File: src/hw/ddt_pkg.sv
`default_nettype none
package ddt_pkg;

    localparam int unsigned ADDR_W = 18;
    localparam int unsigned NIB_W  = 4;
    localparam int unsigned CNT_W  = 8;

    // Register indexes; byte address is index times four
    localparam logic [15:0] IDX_T0_MODE   = 16'hFFC0;
    localparam logic [15:0] IDX_OUT_CLK   = 16'hFFC1;
    localparam logic [15:0] IDX_T0_CTRL   = 16'hFFC2;
    localparam logic [15:0] IDX_T1_CTRL   = 16'hFFC3;
    localparam logic [15:0] IDX_T0_RLD_LO = 16'hFFC4;
    localparam logic [15:0] IDX_T0_RLD_HI = 16'hFFC5;
    localparam logic [15:0] IDX_T1_RLD_LO = 16'hFFC6;
    localparam logic [15:0] IDX_T1_RLD_HI = 16'hFFC7;
    localparam logic [15:0] IDX_T0_CNT_LO = 16'hFFC8;
    localparam logic [15:0] IDX_T0_CNT_HI = 16'hFFC9;
    localparam logic [15:0] IDX_T1_CNT_LO = 16'hFFCA;
    localparam logic [15:0] IDX_T1_CNT_HI = 16'hFFCB;
    localparam logic [15:0] IDX_IRQ_MASK  = 16'hFFE2;
    localparam logic [15:0] IDX_IRQ_FLAGS = 16'hFFF2;

    // Field positions
    localparam int unsigned POS_MODE    = 2;
    localparam int unsigned POS_SPARE_A = 1;
    localparam int unsigned POS_SPARE_B = 0;
    localparam int unsigned POS_TOGGLE_CHANNEL_SELECT   = 3;
    localparam int unsigned POS_TOE     = 2;
    localparam int unsigned POS_SRC1    = 1;
    localparam int unsigned POS_SRC0    = 0;
    localparam int unsigned POS_RATIO   = 2;
    localparam int unsigned POS_STROBE  = 1;
    localparam int unsigned POS_RUN     = 0;

    // Prescaler terminal counts for /1, /4, /32, /256
    localparam logic [7:0] PRE_TERM_1   = 8'h00;
    localparam logic [7:0] PRE_TERM_4   = 8'h03;
    localparam logic [7:0] PRE_TERM_32  = 8'h1F;
    localparam logic [7:0] PRE_TERM_256 = 8'hFF;

    localparam logic [7:0] RELOAD_RST = 8'h00;
    localparam logic [7:0] COUNT_RST  = 8'h00;

    typedef struct packed {
        logic [1:0] ratio;
        logic       run;
        logic       src;
    } ddt_cfg_type;

    localparam ddt_cfg_type CFG_RST = '{ratio: 2'h0, run: 1'b0, src: 1'b0};

endpackage : ddt_pkg
`default_nettype wire

File: src/hw/ddt_timer.sv
`default_nettype none
// How it works
// - Underflow sets flag and requests interrupt
// - Flag sets even while masked
// - Per-timer mask bit gates the request
// - Toggle output flips on each underflow of the timer picked by channel select
// - Channel select picks timer 0 or 1
// - Enable passes toggle, otherwise pin high
// - Enable gates toggle without any resync
// - Timer 1 halved underflow feeds serial clock
// - Source bit picks slow or fast clock
// - Reserved mode stops timer 0 clocking
// - Reload on strobe write and underflow
// - Reload registers reset to zero
// - Count readable as low and high nibble
// - Unused bits read as zero
// - Source selects reset to slow clock
// - Writing one clears a flag
// - Strobe reload write also loads run from bit 0; reads zero
// - Low nibble read latches high nibble
// - Run bit starts and stops, count kept
module ddt_timer (
    input  wire logic                       pclk,
    input  wire logic                       presetn,
    input  wire logic                       psel,
    input  wire logic                       penable,
    input  wire logic                       pwrite,
    input  wire logic [ddt_pkg::ADDR_W-1:0] paddr,
    input  wire logic [31:0]                pwdata,
    output logic      [31:0]                prdata,
    output logic                            pready,
    output logic                            pslverr,
    input  wire logic                       slow_osc_clock,
    input  wire logic                       fast_osc_clock,
    output logic                            shared_output_pin,
    output logic                            timer_toggle_out,
    output logic                            sio_clock,
    output logic                            timer_irq
);

    // Address decode
    wire         setup_ph  = psel & ~penable;
    wire         access_ph = psel & penable;
    wire         wr_acc    = access_ph & pwrite;
    wire         rd_acc    = access_ph & ~pwrite;
    wire         hit_mode  = paddr == {ddt_pkg::IDX_T0_MODE, 2'b00};
    wire         hit_oclk  = paddr == {ddt_pkg::IDX_OUT_CLK, 2'b00};
    wire         hit_c0    = paddr == {ddt_pkg::IDX_T0_CTRL, 2'b00};
    wire         hit_c1    = paddr == {ddt_pkg::IDX_T1_CTRL, 2'b00};
    wire         hit_r0l   = paddr == {ddt_pkg::IDX_T0_RLD_LO, 2'b00};
    wire         hit_r0h   = paddr == {ddt_pkg::IDX_T0_RLD_HI, 2'b00};
    wire         hit_r1l   = paddr == {ddt_pkg::IDX_T1_RLD_LO, 2'b00};
    wire         hit_r1h   = paddr == {ddt_pkg::IDX_T1_RLD_HI, 2'b00};
    wire         hit_n0l   = paddr == {ddt_pkg::IDX_T0_CNT_LO, 2'b00};
    wire         hit_n0h   = paddr == {ddt_pkg::IDX_T0_CNT_HI, 2'b00};
    wire         hit_n1l   = paddr == {ddt_pkg::IDX_T1_CNT_LO, 2'b00};
    wire         hit_n1h   = paddr == {ddt_pkg::IDX_T1_CNT_HI, 2'b00};
    wire         hit_msk   = paddr == {ddt_pkg::IDX_IRQ_MASK, 2'b00};
    wire         hit_flg   = paddr == {ddt_pkg::IDX_IRQ_FLAGS, 2'b00};
    wire         hit_any   = hit_mode | hit_oclk | hit_c0 | hit_c1 | hit_r0l | hit_r0h
                             | hit_r1l | hit_r1h | hit_n0l | hit_n0h | hit_n1l | hit_n1h
                             | hit_msk | hit_flg;
    wire [3:0]   wnib      = pwdata[3:0];

    // Register state
    logic [2:0]                 mode_q;
    logic                       toggle_channel_select_q;
    logic                       toe_q;
    ddt_pkg::ddt_cfg_type       cfg_q [2];
    logic [ddt_pkg::CNT_W-1:0]  reload_q [2];
    logic [ddt_pkg::CNT_W-1:0]  cnt_q [2];
    logic [7:0]                 pre_q [2];
    logic [ddt_pkg::NIB_W-1:0]  hold_q [2];
    logic [1:0]                 mask_q;
    logic [1:0]                 flag_q;
    logic                       timer_toggle_out_q;
    logic                       sio_q;
    logic [31:0]                prdata_q;
    logic                       pslverr_q;

    // Oscillator inputs: two-stage sync then edge detect
    logic [1:0] osc_s1_q;
    logic [1:0] osc_s2_q;
    logic [1:0] osc_prev_q;
    wire  [1:0] osc_edge = osc_s2_q & ~osc_prev_q;

    always_ff @(posedge pclk or negedge presetn) begin
        if (!presetn) begin
            osc_s1_q   <= 2'h0;
            osc_s2_q   <= 2'h0;
            osc_prev_q <= 2'h0;
        end else begin
            osc_s1_q   <= {fast_osc_clock, slow_osc_clock};
            osc_s2_q   <= osc_s1_q;
            osc_prev_q <= osc_s2_q;
        end
    end

    // Per-timer write strobes and low count read strobe
    wire [1:0] ctrl_wr   = {wr_acc & hit_c1, wr_acc & hit_c0};
    wire [1:0] rld_lo_wr = {wr_acc & hit_r1l, wr_acc & hit_r0l};
    wire [1:0] rld_hi_wr = {wr_acc & hit_r1h, wr_acc & hit_r0h};
    wire [1:0] cnt_lo_rd = {setup_ph & ~pwrite & hit_n1l, setup_ph & ~pwrite & hit_n0l};
    wire [1:0] strobe    = ctrl_wr & {2{wnib[ddt_pkg::POS_STROBE]}};
    wire       flag_wr   = wr_acc & hit_flg;
    wire [1:0] tick;
    wire [1:0] uf;

    genvar gi;
    generate
        for (gi = 0; gi < 2; gi++) begin : g_tmr
            wire       src_ev = cfg_q[gi].src ? osc_edge[1] : osc_edge[0];
            wire       blocked = (gi == 0) ? mode_q[ddt_pkg::POS_MODE] : 1'b0;
            wire [7:0] term   = (cfg_q[gi].ratio == 2'h0) ? ddt_pkg::PRE_TERM_1 :
                                (cfg_q[gi].ratio == 2'h1) ? ddt_pkg::PRE_TERM_4 :
                                (cfg_q[gi].ratio == 2'h2) ? ddt_pkg::PRE_TERM_32 :
                                                            ddt_pkg::PRE_TERM_256;
            wire       pre_go = cfg_q[gi].run & ~blocked & src_ev;
            assign tick[gi] = pre_go & (pre_q[gi] == term) & ~strobe[gi];
            assign uf[gi]   = tick[gi] & (cnt_q[gi] == ddt_pkg::COUNT_RST);

            always_ff @(posedge pclk or negedge presetn) begin
                if (!presetn) begin
                    cfg_q[gi]    <= ddt_pkg::CFG_RST;
                    reload_q[gi] <= ddt_pkg::RELOAD_RST;
                    cnt_q[gi]    <= ddt_pkg::COUNT_RST;
                    pre_q[gi]    <= 8'h00;
                    hold_q[gi]   <= 4'h0;
                end else begin
                    if (ctrl_wr[gi]) begin
                        cfg_q[gi].ratio <= wnib[ddt_pkg::POS_RATIO +: 2];
                        cfg_q[gi].run   <= wnib[ddt_pkg::POS_RUN];
                    end
                    if (wr_acc & hit_oclk) begin
                        cfg_q[gi].src <= wnib[gi];
                    end
                    if (rld_lo_wr[gi]) begin
                        reload_q[gi][3:0] <= wnib;
                    end
                    if (rld_hi_wr[gi]) begin
                        reload_q[gi][7:4] <= wnib;
                    end
                    if (strobe[gi]) begin
                        cnt_q[gi] <= reload_q[gi];
                        pre_q[gi] <= 8'h00;
                    end else if (tick[gi]) begin
                        cnt_q[gi] <= uf[gi] ? reload_q[gi] : cnt_q[gi] - 8'h01;
                        pre_q[gi] <= 8'h00;
                    end else if (pre_go) begin
                        pre_q[gi] <= pre_q[gi] + 8'h01;
                    end
                    if (cnt_lo_rd[gi]) begin
                        hold_q[gi] <= cnt_q[gi][7:4];
                    end
                end
            end
        end
    endgenerate

    // Mode, output select, mask, flags, toggles
    always_ff @(posedge pclk or negedge presetn) begin
        if (!presetn) begin
            mode_q  <= 3'h0;
            toggle_channel_select_q <= 1'b0;
            toe_q   <= 1'b0;
            mask_q  <= 2'h0;
            flag_q  <= 2'h0;
            timer_toggle_out_q  <= 1'b0;
            sio_q   <= 1'b0;
        end else begin
            if (wr_acc & hit_mode) begin
                mode_q <= wnib[2:0];
            end
            if (wr_acc & hit_oclk) begin
                toggle_channel_select_q <= wnib[ddt_pkg::POS_TOGGLE_CHANNEL_SELECT];
                toe_q   <= wnib[ddt_pkg::POS_TOE];
            end
            if (wr_acc & hit_msk) begin
                mask_q <= wnib[1:0];
            end
            flag_q <= uf | (flag_q & ~({2{flag_wr}} & wnib[1:0]));
            timer_toggle_out_q <= timer_toggle_out_q ^ (toggle_channel_select_q ? uf[1] : uf[0]);
            sio_q  <= sio_q ^ uf[1];
        end
    end

    // Read mux, unused bits zero
    logic [3:0] rd_nib;
    always_comb begin
        rd_nib = 4'h0;
        if (hit_mode) begin
            rd_nib = {1'b0, mode_q};
        end else if (hit_oclk) begin
            rd_nib = {toggle_channel_select_q, toe_q, cfg_q[1].src, cfg_q[0].src};
        end else if (hit_c0) begin
            rd_nib = {cfg_q[0].ratio, 1'b0, cfg_q[0].run};
        end else if (hit_c1) begin
            rd_nib = {cfg_q[1].ratio, 1'b0, cfg_q[1].run};
        end else if (hit_r0l) begin
            rd_nib = reload_q[0][3:0];
        end else if (hit_r0h) begin
            rd_nib = reload_q[0][7:4];
        end else if (hit_r1l) begin
            rd_nib = reload_q[1][3:0];
        end else if (hit_r1h) begin
            rd_nib = reload_q[1][7:4];
        end else if (hit_n0l) begin
            rd_nib = cnt_q[0][3:0];
        end else if (hit_n0h) begin
            rd_nib = hold_q[0];
        end else if (hit_n1l) begin
            rd_nib = cnt_q[1][3:0];
        end else if (hit_n1h) begin
            rd_nib = hold_q[1];
        end else if (hit_msk) begin
            rd_nib = {2'h0, mask_q};
        end else if (hit_flg) begin
            rd_nib = {2'h0, flag_q};
        end
    end

    // Read data and error captured in setup phase
    always_ff @(posedge pclk or negedge presetn) begin
        if (!presetn) begin
            prdata_q  <= 32'h0000_0000;
            pslverr_q <= 1'b0;
        end else if (setup_ph) begin
            prdata_q  <= {28'h000_0000, rd_nib};
            pslverr_q <= ~hit_any;
        end
    end

    assign prdata            = prdata_q;
    assign pready            = access_ph;
    assign pslverr           = access_ph & pslverr_q;
    assign timer_toggle_out  = timer_toggle_out_q;
    assign shared_output_pin = toe_q ? timer_toggle_out_q : 1'b1;
    assign sio_clock         = sio_q;
    assign timer_irq         = |(flag_q & mask_q);
endmodule : ddt_timer
`default_nettype wire

File: config.mk
export PLATFORM = sky130hd
export DESIGN_NAME = ddt_timer
export DESIGN_NICKNAME = d
export VERILOG_FILES = /design/src/hw/ddt_pkg.sv /design/src/hw/ddt_timer.sv
export SDC_FILE = /design/constraint.sdc
export NUM_CORES = 1
export LEC_CHECK = 0
export BUFFER_PORTS_ARGS = -buffer_cell sky130_fd_sc_hd__buf_2
export CAP_MARGIN = 20
export CORE_MARGIN = 3
export CORE_UTILIZATION = 46
export CTS_CLUSTER_DIAMETER = 100
export DETAILED_ROUTE_END_ITERATION = 6
export GPL_TIMING_DRIVEN = 0
export HOLD_SLACK_MARGIN = 0.03
export PLACE_DENSITY = 0.71
export SLEW_MARGIN = 15
export SYNTH_ARGS = -nofsm -noshare
export SYNTH_HDL_FRONTEND = slang
export SYNTH_SLANG_ARGS = --single-unit
File: constraint.sdc
create_clock -name pclk -period 2.3 [get_ports pclk]
set_input_delay 0.115 -clock pclk [delete_from_list [all_inputs] [get_ports pclk]]
set_output_delay 0.115 -clock pclk [all_outputs]
set_load 0.005 [all_outputs]
=== Word-level counts from Yosys, hierarchy flattened ===
Cells that the tools add are included.

* Input bits: 57
* Word-level logic and storage cells: 152
* Output and inout bits: 38
* Flip-flop bits (word level): 86

* Multiplexer cells: 36
* Add/sub/neg operators: 4
* Bitwise operators: 55
* Eq/ne operators: 20
* Reductions and logical operators: 9

{| class="wikitable"
|+ Operators with widths
! cell !! count
|-
| 18-bit equality test, second input constant || 14
|-
| 8-bit two-way mux || 18
|-
| 4-bit two-way mux || 12
|-
| 1-bit bitwise AND || 26
|-
| 8-bit by 1-bit adder with 8-bit output, second input constant || 2
|-
| 8-bit equality test || 2
|-
| 8-bit zero test || 2
|-
| 8-bit by 1-bit subtractor with 8-bit output, second input constant || 2
|-
| 1-bit OR || 13
|-
| 2-bit bitwise AND || 5
|-
| 1-bit inverter || 6
|-
| 3-bit nonzero test || 2
|-
| 2-bit by 1-bit equality test with 1-bit output, second input constant || 2
|-
| 2-bit equality test, second input constant || 2
|-
| 2-bit zero test || 2
|-
| 1-bit two-way mux || 4
|-
| 2-bit two-way mux || 2
|-
| 2-bit inverter || 2
|-
| 2-bit nonzero test || 2
|-
| 2-bit OR || 1
|-
| 2-bit OR reduction || 1
|-
| 1-bit XOR || 2
|}

=== Longest topological paths before layout ===
Gate-level depths: netlist of the first run.

* Depth after elaboration: 15
* Gate-level depth with buffers: 8
* Mapped depth without buffers: 8

=== Worst setup path before layout of the first run ===
Ideal clock, no wire load.

* Path kind: register to register
* Start: register cnt_q[0] (netlist name)
* End: register cnt_q[0] (netlist name)
* Data arrival time: 2.190 ns
* Path buffers: 1
* Required time: 2.176 ns
* Setup slack: -0.014 ns
* Library setup time: 0.124 ns
* Stages on the path, launching flop included: 9
* Period minus slack after synthesis: 2.314 ns
* Cells stage by stage: dfrtp_1 -> inv_1 -> ha_1 -> or4b_1 -> or4_4 -> o21a_1 -> buf_6 -> and3_1 -> a211o_1

* Cells in the longest elaborated chain, start to end: 5
* Elaborated cells on any way between the ends: 6
* Classes of those cells: add/sub: 1; mux: 3; bitwise: 1; reduce/logical: 1

{| class="wikitable"
|+ Ends and longest elaborated chain
! item !! line !! source
|-
| start: declaration || ddt_timer.sv:71 || <nowiki>logic [ddt_pkg::CNT_W-1:0] cnt_q [2];</nowiki>
|-
| start signal: indexed assignment || ddt_timer.sv:126 || <nowiki>cnt_q[gi] <= ddt_pkg::COUNT_RST;</nowiki>
|-
| start signal: indexed assignment || ddt_timer.sv:144 || <nowiki>cnt_q[gi] <= reload_q[gi];</nowiki>
|-
| start signal: indexed assignment || ddt_timer.sv:147 || <nowiki>cnt_q[gi] <= uf[gi] ? reload_q[gi] : cnt_q[gi] - 8'h01;</nowiki>
|-
| branches (longest 2 deep; another with 8-bit by 1-bit subtractor with 8-bit output) || -- ||
|-
| 8-bit two-way mux (*) || ddt_timer.sv:147 ||
|-
| 8-bit two-way mux (*) || ddt_timer.sv:146 || <nowiki>end else if (tick[gi]) begin</nowiki>
|-
| 8-bit two-way mux (*) || ddt_timer.sv:143 || <nowiki>if (strobe[gi]) begin</nowiki>
|}

Every way passes the cells marked *. The select of a mux whose other input is x is not followed.
A chain may end at the register's enable or synchronous reset.

=== Final worst setup path of the first run ===
Same ends and word-level chain as after synthesis.

==> run_results.csv, run 1 <==
group,metric,value,unit
synth,synthCells,522,
cells_and_area,fillers,934,
global_routing,grt-ovfl-total,0,
synth,synthXorXnorAreaFrac,0.02765,
placement,gp_routability_congestion,0.9463,
synth,async_reset_ff_frac,1.000,
worst_setup_path,start_kind,"flip-flop",
placement,dp_hpwl,10.03,mm
routing,ant_nets,0,
synth,synth-edff-count,0,
synth,synth_top_family_by_area,"simple AND/OR/NAND/NOR gates",
sta,rsz0062_at_grt,"yes",
synth,synth-compound-area-share,0.1358,
routing,drtIter0Drc,354,
placement,dp.cells,722,
cells_and_area,drive_gt1_frac,0.2834,
worst_setup_path,path_class,"reg2reg",
flow_run,max-cap-violations,0,
cells_and_area,syn_to_final_growth,18.22,%
global_routing,grt_pass1_wl,22.22,mm
cells_and_area,layout_commonest_cell,"dfrtp_1",
synth,syn_avg_cell_area,9.710,sq um
worst_setup_path,r2r_start,"cnt_q[0]",
clock_network,root_buffer,"clkbuf_8",
routing,post_drt_wl_per_cell,17.98,microns
cells_and_area,antennaDiodeCount,0,
synth,synth_cell_types,67,
pwr,vdd_ir_drop_max,473.1,uV
clock_network,htree_num_levels,3,
cells_and_area,fin_cells,757,
floorplanning,core-area,0.01051,sq mm
routing,dr_total_vias,4409,
routing,vias_per_cell,5.824,
worst_setup_path,critical_path_required,2.57,ns
sta,finalCritPeriodShare,1.029,
floorplanning,die_h,111.0,microns
sta,setup_viol,3,
placement,numPortBuffers,36,
synth,synthAdderAreaFrac,0.009874,
sta,worst-slew-pin-transition,0.8941,ns
clock_network,cts_tree,"built",
worst_setup_path,end_kind,"flip-flop",
routing,wirelength,13.61,mm
sta,layout_setup_ws,-0.06596,ns
global_routing,grt_max_degree,58,
sta,fin_crit,2.366,ns
global_routing,antenna_found_initial,0,
clock_network,clk_latency,0.38,ns
global_routing,grtUsageTotal,0.2234,
floorplanning,die_w,111.0,microns
floorplanning,dieArea,0.01231,sq mm
synth,synth_ff_type,"dfrtp_1",
sta,relSlewSlack,0.3984,
min_path,hp-class,"in2reg",
synth,yosysSeqAreaShare,0.4246,
sta,maxSlewViolCount,0,
sta,hold_viol,0,
floorplanning,rows,37,
cells_and_area,fin_nets,677,
floorplanning,ioPinCount,95,
pwr,power_density,529.8,mW/mm^2
routing,drt-pass1-iter-count,5,
run_status,violations,"negative setup slack",
worst_setup_path,arrival,2.64,ns
synth,ys_ff_latch,86,
cells_and_area,area.sequential,0.002152,sq mm
pwr,p_leak,2.772,nW
clock_network,clk_pin_slew,0.10,ns
routing,drc,0,
cells_and_area,multiInputGateArea,0.002764,sq mm
min_path,hold_path.startpoint,"pwdata[3]",
sta,whs,0.09227,ns
floorplanning,start_util,0.4823,
clock_network,ctsLongestPathBuffers,2,
cells_and_area,layout_common_cells,"dfrtp_1 (86), nor2_1 (45), buf_4 (44)",
synth,syn_area,0.005069,sq mm
worst_setup_path,path_max_fanout,7,
synth,synth_simple_gate_area_share,0.2103,
synth,yosys_warnings,0,
worst_setup_path,crit_path_start,"cnt_q[0]",
clock_network,numCtsBuffers,9,
global_routing,first_global_vias,4236,
sta,fin_worst_skew,0.01649,ns
run_status,status,"finished with violations",
clock_network,clock-sinks,86,
sta,max_clock_freq,0.4227,GHz
synth,synth_mux_area_frac,0.1210,
[stage by stage]
| step | utilization | cell area, sq um | setup TNS [ns] | setup WS (ns) | power, mW |
|---|---|---|---|---|---|
| finish | 0.5702 | 5992 | -0.1108 | -0.06596 | 3.174 |
| global route | 0.5702 | 5992 | -0.8032 | -0.1318 | 3.342 |
| CTS | 0.5626 | 5912 | -0.1980 | -0.08481 | 3.181 |
| detailed placement | 0.5284 | 5553 | -4.006 | -0.5249 | 2.169 |
| global placement | 0.5255 | 5523 | -4.158 | -0.5348 | 2.152 |
| floorplan | - | 5172 | 0 | 0.001192 | 2.006 |
[cells in the mapped netlist, types with 5 or more instances]
cell      count  area share
buf_4        29       0.043
xnor2_1       5      0.0086
and3_1       11       0.014
nand3_1      16       0.016
mux2i_1      14       0.028
mux2_2       42       0.093
o22a_1        6       0.010
a211oi_1      5      0.0074
or3_1         6      0.0074
nor2_1       48       0.036
or4_1         6      0.0089
xor2_1       11       0.019
nand4_1      15       0.019
clkbuf_1     11      0.0081
nor4_1        8      0.0099
a31oi_1       7      0.0086
nand2_1      33       0.024
nor3_1       11       0.011
dfrtp_1      86        0.42
a21oi_1      18       0.018
or2_2         5      0.0062
inv_1        15       0.011
o21ai_0      28       0.028
[logic make-up (layout without fill, tap and decap cells)]
group / Yosys count / count (layout)
and+or+nand+nor: 195 / 195
AOI/OAI and AO/OA: 103 / 103
adders and majority gates: 4 / 4
muxes: 56 / 56
buffers and inverters: 61 / 133
xor gates and xnor gates: 16 / 16
other: 1 / 28
DFF: 86 / 86
[routing by layer]
layer	GRT usage	part of all wire	wire length, microns
met1	0.3111	0.46	6233
met3	0.03712	0.063	860
met4	0.07882	0.025	342
met2	0.3523	0.45	6173
met5	0	0	0
[critical path: stages (launching register included)]
cell	delay, ns
dfrtp_1	0.41
inv_2	0.08
ha_4	0.13
or4b_4	0.47
or4_4	0.46
o21a_1	0.19
buf_6	0.13
and3_4	0.16
a211o_1	0.22
[worst paths after layout]
path,endpoint,slack (ns),depth (start not counted)
min in group asynchronous,pre_q[4],0.21,2
setup / recovery,cnt_q[0],-0.07,8
hold / removal,toggle_channel_select_q,0.09,2
max in group asynchronous,reload_q[14],1.47,3
hold reg to reg,osc_s2_q[0],0.35,0
setup reg to reg,cnt_q[0],-0.07,8
[where the power goes]
group / switching, mW / total, mW / leakage [nW] / internal [mW]
Clock: 0.586 / 1.01 / 0.0902 / 0.427
Combinational: 0.248 / 0.440 / 1.55 / 0.192
Sequential: 0.111 / 1.72 / 1.13 / 1.61
Total: 0.945 / 3.17 / 2.77 / 2.23
[cell type report]
cell class	instances	area share
timing repair buffer	56	0.06139
sequential	86	0.3592
clock inverter	6	0.007517
tap	136	0.02840
clock buffer	10	0.02297
inverter	16	0.01002
buffer	45	0.04928
multi-input combinational	402	0.4613
[flip-flops by register name (all words and copies together), names as in the netlist, 2 cells and up]
name and count:
osc_s2_q 2, flag_q 2, mask_q 2, mode_q 3
osc_s1_q 2, prdata 4, reload_q 16, hold_q 8
cfg_q 8, cnt_q 16, osc_prev_q 2, pre_q 16
[repair_timing]
item	4_1_cts	5_1_grt
endpoints found under the setup margin	14	26
hold buffers	3	0
setup buffers	12	4
endpoints found under the hold margin	31	0
pin swaps	5	4
resized for setup	12	13
Power figures use the tool's default switching activity.
==> run 2: changes to the inputs <==
--- a/config.mk
+++ b/config.mk
@@ -5,6 +5,7 @@
 export SDC_FILE = /design/constraint.sdc
 export NUM_CORES = 1
 export LEC_CHECK = 0
+export ABC_AREA = 1
 export BUFFER_PORTS_ARGS = -buffer_cell sky130_fd_sc_hd__buf_2
 export CAP_MARGIN = 20
 export CORE_MARGIN = 3
@@ -13,7 +14,7 @@
 export DETAILED_ROUTE_END_ITERATION = 6
 export GPL_TIMING_DRIVEN = 0
 export HOLD_SLACK_MARGIN = 0.03
-export PLACE_DENSITY = 0.71
+export PLACE_DENSITY = 0.7
 export SLEW_MARGIN = 15
 export SYNTH_ARGS = -nofsm -noshare
 export SYNTH_HDL_FRONTEND = slang
==> run 2 against run 1 <==
Cell count up 24%; sequential power shrank 12%; setup slack better by 0.21 ns; combinational power fell by 58%; largest cell class unchanged; count of clock-buffer cells in the layout is 2 higher; the run now ends clean; synthesized cell count rose by 38%.
==> run_results.csv, run 2 <==
group,metric,value,unit
synth,synth_ff_type,"dfrtp_1",
placement,gp_routability_congestion,0.9642,
routing,drt-pass1-iter-count,5,
floorplanning,die_w,112.8,microns
min_path,hold_path.startpoint,"pwdata[2]",
cells_and_area,largestRegisters,"cnt_q (16), pre_q (16), reload_q (16)",
synth,synth_cell_types,46,
sta,max_clock_freq,0.4647,GHz
worst_setup_path,worstPathCellList,"inv_1 -> ha_1 -> inv_1 -> nor4_4 -> nand2_1 -> nor2_2 -> nand2_1 -> or2_1 -> nand2_4 -> inv_2 -> o211ai_1 -> o21ai_0",
routing,dr_total_vias,4903,
cells_and_area,fin_cells,942,
synth,syn_area,0.005245,sq mm
clock_network,cts_tree,"built",
sta,setup-tns-final,0,ns
cells_and_area,fin_nets,859,
synth,yosys_warnings,0,
floorplanning,core-area,0.01098,sq mm
clock_network,htree_num_levels,3,
routing,wirelength,13.56,mm
worst_setup_path,path_class,"reg2reg",
pwr,power_density,533.4,mW/mm^2
worst_setup_path,r2r_start,"cnt_q[0]",
synth,synth_simple_gate_area_share,0.2736,
synth,yosysMostFrequentCell,"nand2_1",
sta,layout_setup_ws,0.1481,ns
pwr,p_leak,2.973,nW
pwr,vdd_ir_drop_max,294.9,uV
routing,drtIter0Drc,339,
worst_setup_path,worst-path-stages,12,
pwr,power.total,3.270,mW
sta,setup_viol,0,
worst_setup_path,end_kind,"flip-flop",
placement,dp.cells,923,
synth,syn_avg_cell_area,7.305,sq um
cells_and_area,syn_to_final_growth,16.89,%
worst_setup_path,path_max_fanout,9,
synth,ys_top_cells_by_area,"dfrtp_1 (41%), nand2_1 (12%), o21ai_0 (7.2%)",
placement,dp_hpwl,10.34,mm
sta,relSlewSlack,0.4189,
worst_setup_path,cp_slowest_cell,"dfrtp_1",
cells_and_area,fin_util,0.5582,
clock_network,clk_pin_slew,0.06,ns
synth,synth-compound-area-share,0.1419,
synth,yosysSeqAreaShare,0.4103,
clock_network,numCtsBuffers,9,
worst_setup_path,start_kind,"flip-flop",
worst_setup_path,rr_endpoint,"cnt_q[2]",
synth,synth_top_area_share,0.4103,
run_status,status,"finished clean",
cells_and_area,layout_commonest_cell,"nand2_1",
global_routing,grt_max_degree,56,
cells_and_area,layout_common_cells,"nand2_1 (163), inv_1 (89), dfrtp_1 (86)",
routing,ant_nets,0,
worst_setup_path,critical_path_required,2.51,ns
floorplanning,start_util,0.4776,
global_routing,grt-ovfl-total,0,
floorplanning,rows,38,
clock_network,clk_latency,0.34,ns
worst_setup_path,crit_family,"simple AND/OR/NAND/NOR gates",
synth,synth-edff-count,0,
sta,worst-slew-pin-transition,0.8658,ns
sta,fin_worst_skew,0.009007,ns
floorplanning,dieArea,0.01272,sq mm
cells_and_area,drive_gt1_frac,0.1372,
synth,synth_top_family_by_area,"simple AND/OR/NAND/NOR gates",
clock_network,ctsLongestPathBuffers,2,
synth,synthCells,718,
synth,synth_common_cells,"nand2_1 (163), inv_1 (89), dfrtp_1 (86), nor2_1 (81), o21ai_0 (75)",
global_routing,grtUsageTotal,0.2119,
synth,synthAdderAreaFrac,0.009542,
clock_network,root_buffer,"clkbuf_16",
synth,async_reset_ff_frac,1.000,
sta,finalCritPeriodShare,0.9356,
routing,post_drt_wl_per_cell,14.39,microns
synth,synth_mux_area_frac,0,
floorplanning,ioPinCount,95,
worst_setup_path,crit_path_max_incr_delay,0.40,ns
worst_setup_path,arrival,2.36,ns
synth,ys_ff_latch,86,
worst_setup_path,path_buf_inv,3,
routing,vias_per_cell,5.205,
flow_run,max-cap-violations,0,
worst_setup_path,endpoint,"cnt_q[2]",
cells_and_area,antennaDiodeCount,0,
sta,maxSlewViolCount,0,
worst_setup_path,rrSetupSlack,0.15,ns
worst_setup_path,rr_worst_depth,12,
global_routing,first_global_vias,4531,
worst_setup_path,crit_path_start,"cnt_q[0]",
routing,drc,0,
placement,pre_cts_slack,-0.03917,ns
global_routing,grt_pass1_wl,21.86,mm
synth,synth_top_area_cell,"dfrtp_1",
clock_network,clock-sinks,86,
sta,hold_viol,0,
placement,numPortBuffers,37,
global_routing,antenna_found_initial,0,
floorplanning,die_h,112.8,microns
min_path,hp-class,"in2reg",
synth,synthXorXnorAreaFrac,0.04509,
sta,fin_crit,2.152,ns
run 2: cell types whose count changed in the layout (fill, tap and decap cells not counted), moves of 8 or more:
cell | before | now
buf_4 | 44 | 30
mux2i_1 | 14 | 0
and3_1 | 10 | 0
nor2_1 | 45 | 80
mux2_2 | 42 | 0
clkbuf_16 | 0 | 9
nand2_1 | 32 | 163
clkbuf_8 | 10 | 1
nand3_1 | 16 | 33
o21ai_0 | 27 | 75
xor2_1 | 11 | 19
inv_1 | 12 | 89
run 2: worst min-delay path: stages:
cell and delay, ns:
buf_2 0.09, nor2_1 0.04, a21oi_1 0.10
run 2: worst min-delay path by stage:
stage                        endpoint  depth (start not counted)
after global placement    osc_s1_q[0]                          1
after floorplan              cfg_q[0]                          0
after detailed placement     cnt_q[2]                          1
final                        cfg_q[6]                          3
after CTS                    cfg_q[6]                          3
after global routing         cfg_q[6]                          3
run 2: what timing repair did:
item / 4_1_cts / 5_1_grt
hold buffers: 3 / 0
hold endpoints to repair: 33 / 0
buffers inserted: 0 / 1
pin swaps: 0 / 1
endpoints found under the setup margin: 3 / 16
resized for setup: 1 / 6
run 2: layout make-up:
cell class,count,area [sq um]
well taps,140,175.2
repair buffers,42,265.3
clock inverters,3,68.82
inverters,97,366.6
fillers,1041,4852
clock buffers,12,246.5
multi-input cells,525,2599
plain buffers,37,257.7
flip-flops and latches,86,2152
run 2: kinds of logic after synthesis:
logic type / Yosys count
xor gates and xnor gates: 27
AOI/OAI and AO/OA: 132
other: 1
buffers and inverters: 134
DFF: 86
adders and majority gates: 4
and+or+nand+nor: 334
run 2: power breakdown:
part           internal (mW)  leakage [nW]  switching [mW]
combinational         0.0703          1.68           0.115
clock                  0.978         0.153           0.583
sequential              1.52          1.14         0.00275
total                   2.57          2.97           0.701
run 2: per-layer routing:
layer  vias to the layer above  wire (microns)  track usage
met4                         0             272      0.05529
met5                         -               0            0
met3                        24             718      0.03209
met2                       162            6289       0.3448
met1                      2279            6276       0.2975
li1                       2438               -            -
run 2: through the flow:
step / hold slack (ns) / cell area (sq um)
final: 0.05970 / 6131
after global routing: 0.07883 / 6131
after CTS: 0.05683 / 6088
after detailed placement: 0.09587 / 5737
after global placement: 0.2269 / 5707
after floorplan: -0.1806 / 5346
==> run 3: changes to the inputs <==
--- a/config.mk
+++ b/config.mk
@@ -6,15 +6,14 @@
 export NUM_CORES = 1
 export LEC_CHECK = 0
 export ABC_AREA = 1
-export BUFFER_PORTS_ARGS = -buffer_cell sky130_fd_sc_hd__buf_2
 export CAP_MARGIN = 20
 export CORE_MARGIN = 3
 export CORE_UTILIZATION = 46
 export CTS_CLUSTER_DIAMETER = 100
 export DETAILED_ROUTE_END_ITERATION = 6
+export DONT_BUFFER_PORTS = 1
 export GPL_TIMING_DRIVEN = 0
 export HOLD_SLACK_MARGIN = 0.03
-export PLACE_DENSITY = 0.7
 export SLEW_MARGIN = 15
 export SYNTH_ARGS = -nofsm -noshare
 export SYNTH_HDL_FRONTEND = slang
==> run 3 against run 2 <==
Die area unchanged; core utilization down 0.69 points; critical path depth did not move; critical path type unchanged.
==> run_results.csv, run 3 (synthesis results as in run 2) <==
group,metric,value,unit
pwr,power_switching_share,0.2202,
cells_and_area,largestRegisters,"cnt_q (16), pre_q (16), reload_q (16)",
sta,hold_viol,0,
worst_setup_path,arrival,2.39,ns
routing,dr_total_vias,4753,
worst_setup_path,path_buf_inv,3,
pwr,pwr-share-seq,0.465,
routing,ant_nets,0,
pwr,intPower,2.555,mW
worst_setup_path,crit_family,"simple AND/OR/NAND/NOR gates",
sta,setup_viol,0,
worst_setup_path,start_kind,"flip-flop",
global_routing,grt_pass1_wl,22.88,mm
pwr,vdd_ir_drop_max,655.3,uV
placement,dp.cells,885,
pwr,clockPowerShare,0.486,
worst_setup_path,path_max_fanout,9,
cells_and_area,fin_cells,917,
cells_and_area,antennaDiodeCount,0,
cells_and_area,fin_nets,833,
clock_network,numCtsBuffers,9,
global_routing,grt_max_degree,87,
sta,fin_worst_skew,0.004715,ns
floorplanning,die_h,112.8,microns
placement,pre_cts_slack,-0.02815,ns
floorplanning,ioPinCount,95,
routing,vias_per_cell,5.183,
pwr,switching_power,721.3,uW
routing,wirelength,14.33,mm
pwr,p_leak,2.865,nW
cells_and_area,layout_common_cells,"nand2_1 (161), inv_1 (86), dfrtp_1 (86)",
routing,drt-pass1-iter-count,5,
global_routing,grtUsageTotal,0.2307,
placement,numPortBuffers,0,
worst_setup_path,cp_slowest_cell,"dfrtp_1",
cells_and_area,fin_util,0.5513,
floorplanning,die_w,112.8,microns
placement,gp_routability_congestion,0.9133,
routing,drc,0,
worst_setup_path,worstPathCellList,"inv_2 -> ha_4 -> inv_1 -> nor4_4 -> nand2_1 -> nor2_2 -> nand2_2 -> or2_4 -> nand2_4 -> inv_4 -> o211ai_1 -> o21ai_1",
worst_setup_path,critical_path_required,2.53,ns
pwr,pwr-share-comb,0.049,
pwr,power.total,3.276,mW
global_routing,grt-ovfl-total,0,
floorplanning,start_util,0.4776,
clock_network,root_buffer,"clkbuf_16",
cells_and_area,layout_commonest_cell,"nand2_1",
clock_network,clk_latency,0.35,ns
placement,dp_hpwl,10.69,mm
pwr,power_density,541.1,mW/mm^2
sta,setup-tns-final,0,ns
run_status,status,"finished clean",
worst_setup_path,end_kind,"flip-flop",
clock_network,cts_tree,"built",
worst_setup_path,crit_path_max_incr_delay,0.39,ns
cells_and_area,syn_to_final_growth,15.43,%
floorplanning,dieArea,0.01272,sq mm
routing,drtIter0Drc,339,
clock_network,clock-sinks,86,
sta,maxSlewViolCount,0,
min_path,hp-class,"in2reg",
sta,worst-slew-pin-transition,0.9049,ns
floorplanning,core-area,0.01098,sq mm
flow_run,max-cap-violations,0,
sta,relSlewSlack,0.3927,
sta,layout_setup_ws,0.1358,ns
routing,post_drt_wl_per_cell,15.62,microns
sta,fin_crit,2.164,ns
sta,finalCritPeriodShare,0.9410,
global_routing,first_global_vias,4488,
cells_and_area,drive_gt1_frac,0.1210,
clock_network,htree_num_levels,3,
global_routing,antenna_found_initial,0,
floorplanning,rows,38,
clock_network,clk_pin_slew,0.06,ns
sta,max_clock_freq,0.4621,GHz
worst_setup_path,path_class,"reg2reg",
clock_network,ctsLongestPathBuffers,2,
[run 3: changes by cell type in the layout (fill, tap and decap cells not counted), sizes merged]
cell / delta
clkbuf: -1
clkinv: -1
dlygate4sd3: +1
buf: -28
clkinvlp: +3
o21ai: +1
[run 3: power by group through the flow]
stage | clock (mW) | combinational [mW] | sequential, mW
floorplan | 0 | 0.0930 | 1.55
CTS | 1.64 | 0.163 | 1.52
detailed placement | 0 | 0.119 | 1.55
global placement | 0 | 0.119 | 1.55
global route | 1.69 | 0.180 | 1.52
finish | 1.59 | 0.160 | 1.52
[run 3: layout make-up]
cell class | count | area, sq um
plain buffers | 37 | 257.7
clock buffers | 11 | 242.7
clock inverters | 5 | 82.58
fillers | 1051 | 4928
inverters | 97 | 369.1
multi-input cells | 526 | 2633
flip-flops and latches | 86 | 2152
well taps | 140 | 175.2
repair buffers | 15 | 142.6
[run 3: final timing paths]
path                             startpoint     endpoint  slack, ns  cells past startpoint
worst max-delay path               cnt_q[0]     cnt_q[2]       0.14                     12
worst min-delay path                penable    pslverr_q       0.05                      2
worst max register to register     cnt_q[0]     cnt_q[2]       0.14                     12
worst min register to register  osc_s1_q[0]  osc_s2_q[0]       0.36                      0
max in group asynchronous           presetn     cnt_q[5]       1.59                      2
min in group asynchronous           presetn    cnt_q[12]       0.35                      2
[run 3: stage by stage]
step           hold WS (ns)  cell area, sq um
4_1_cts             0.04744              5921
6_report            0.04987              6055
3_5_place_dp        -0.1775              5522
2_1_floorplan       -0.1806              5346
3_3_place_gp        -0.1780              5522
5_1_grt             0.07019              6055
[run 3: metal layers]
layer	GRT usage	routed length, microns	part of all wire	vias to the layer above
met5	0	0	0	-
met4	0.05849	157	0.011	0
met3	0.05829	850	0.059	12
met2	0.3732	6736	0.47	135
met1	0.3111	6581	0.46	2217
li1	-	-	-	2389
[run 3: what timing repair did]
action | 4_1_cts | 5_1_grt
setup buffers | 0 | 10
pin swaps | 0 | 8
resized for setup | 1 | 19
hold buffers | 5 | 0
gates cloned | 0 | 1
endpoints found under the hold margin | 89 | 0
setup endpoints to repair | 3 | 23
[run 3: worst reg2reg max path, cell delays in order, from the launching register on]
cell and delay (ns):
dfrtp_1 0.39, inv_2 0.11, ha_4 0.14, inv_1 0.07, nor4_4 0.28, nand2_1 0.13
nor2_2 0.15, nand2_2 0.08, or2_4 0.24, nand2_4 0.12, inv_4 0.07, o211ai_1 0.18
o21ai_1 0.10
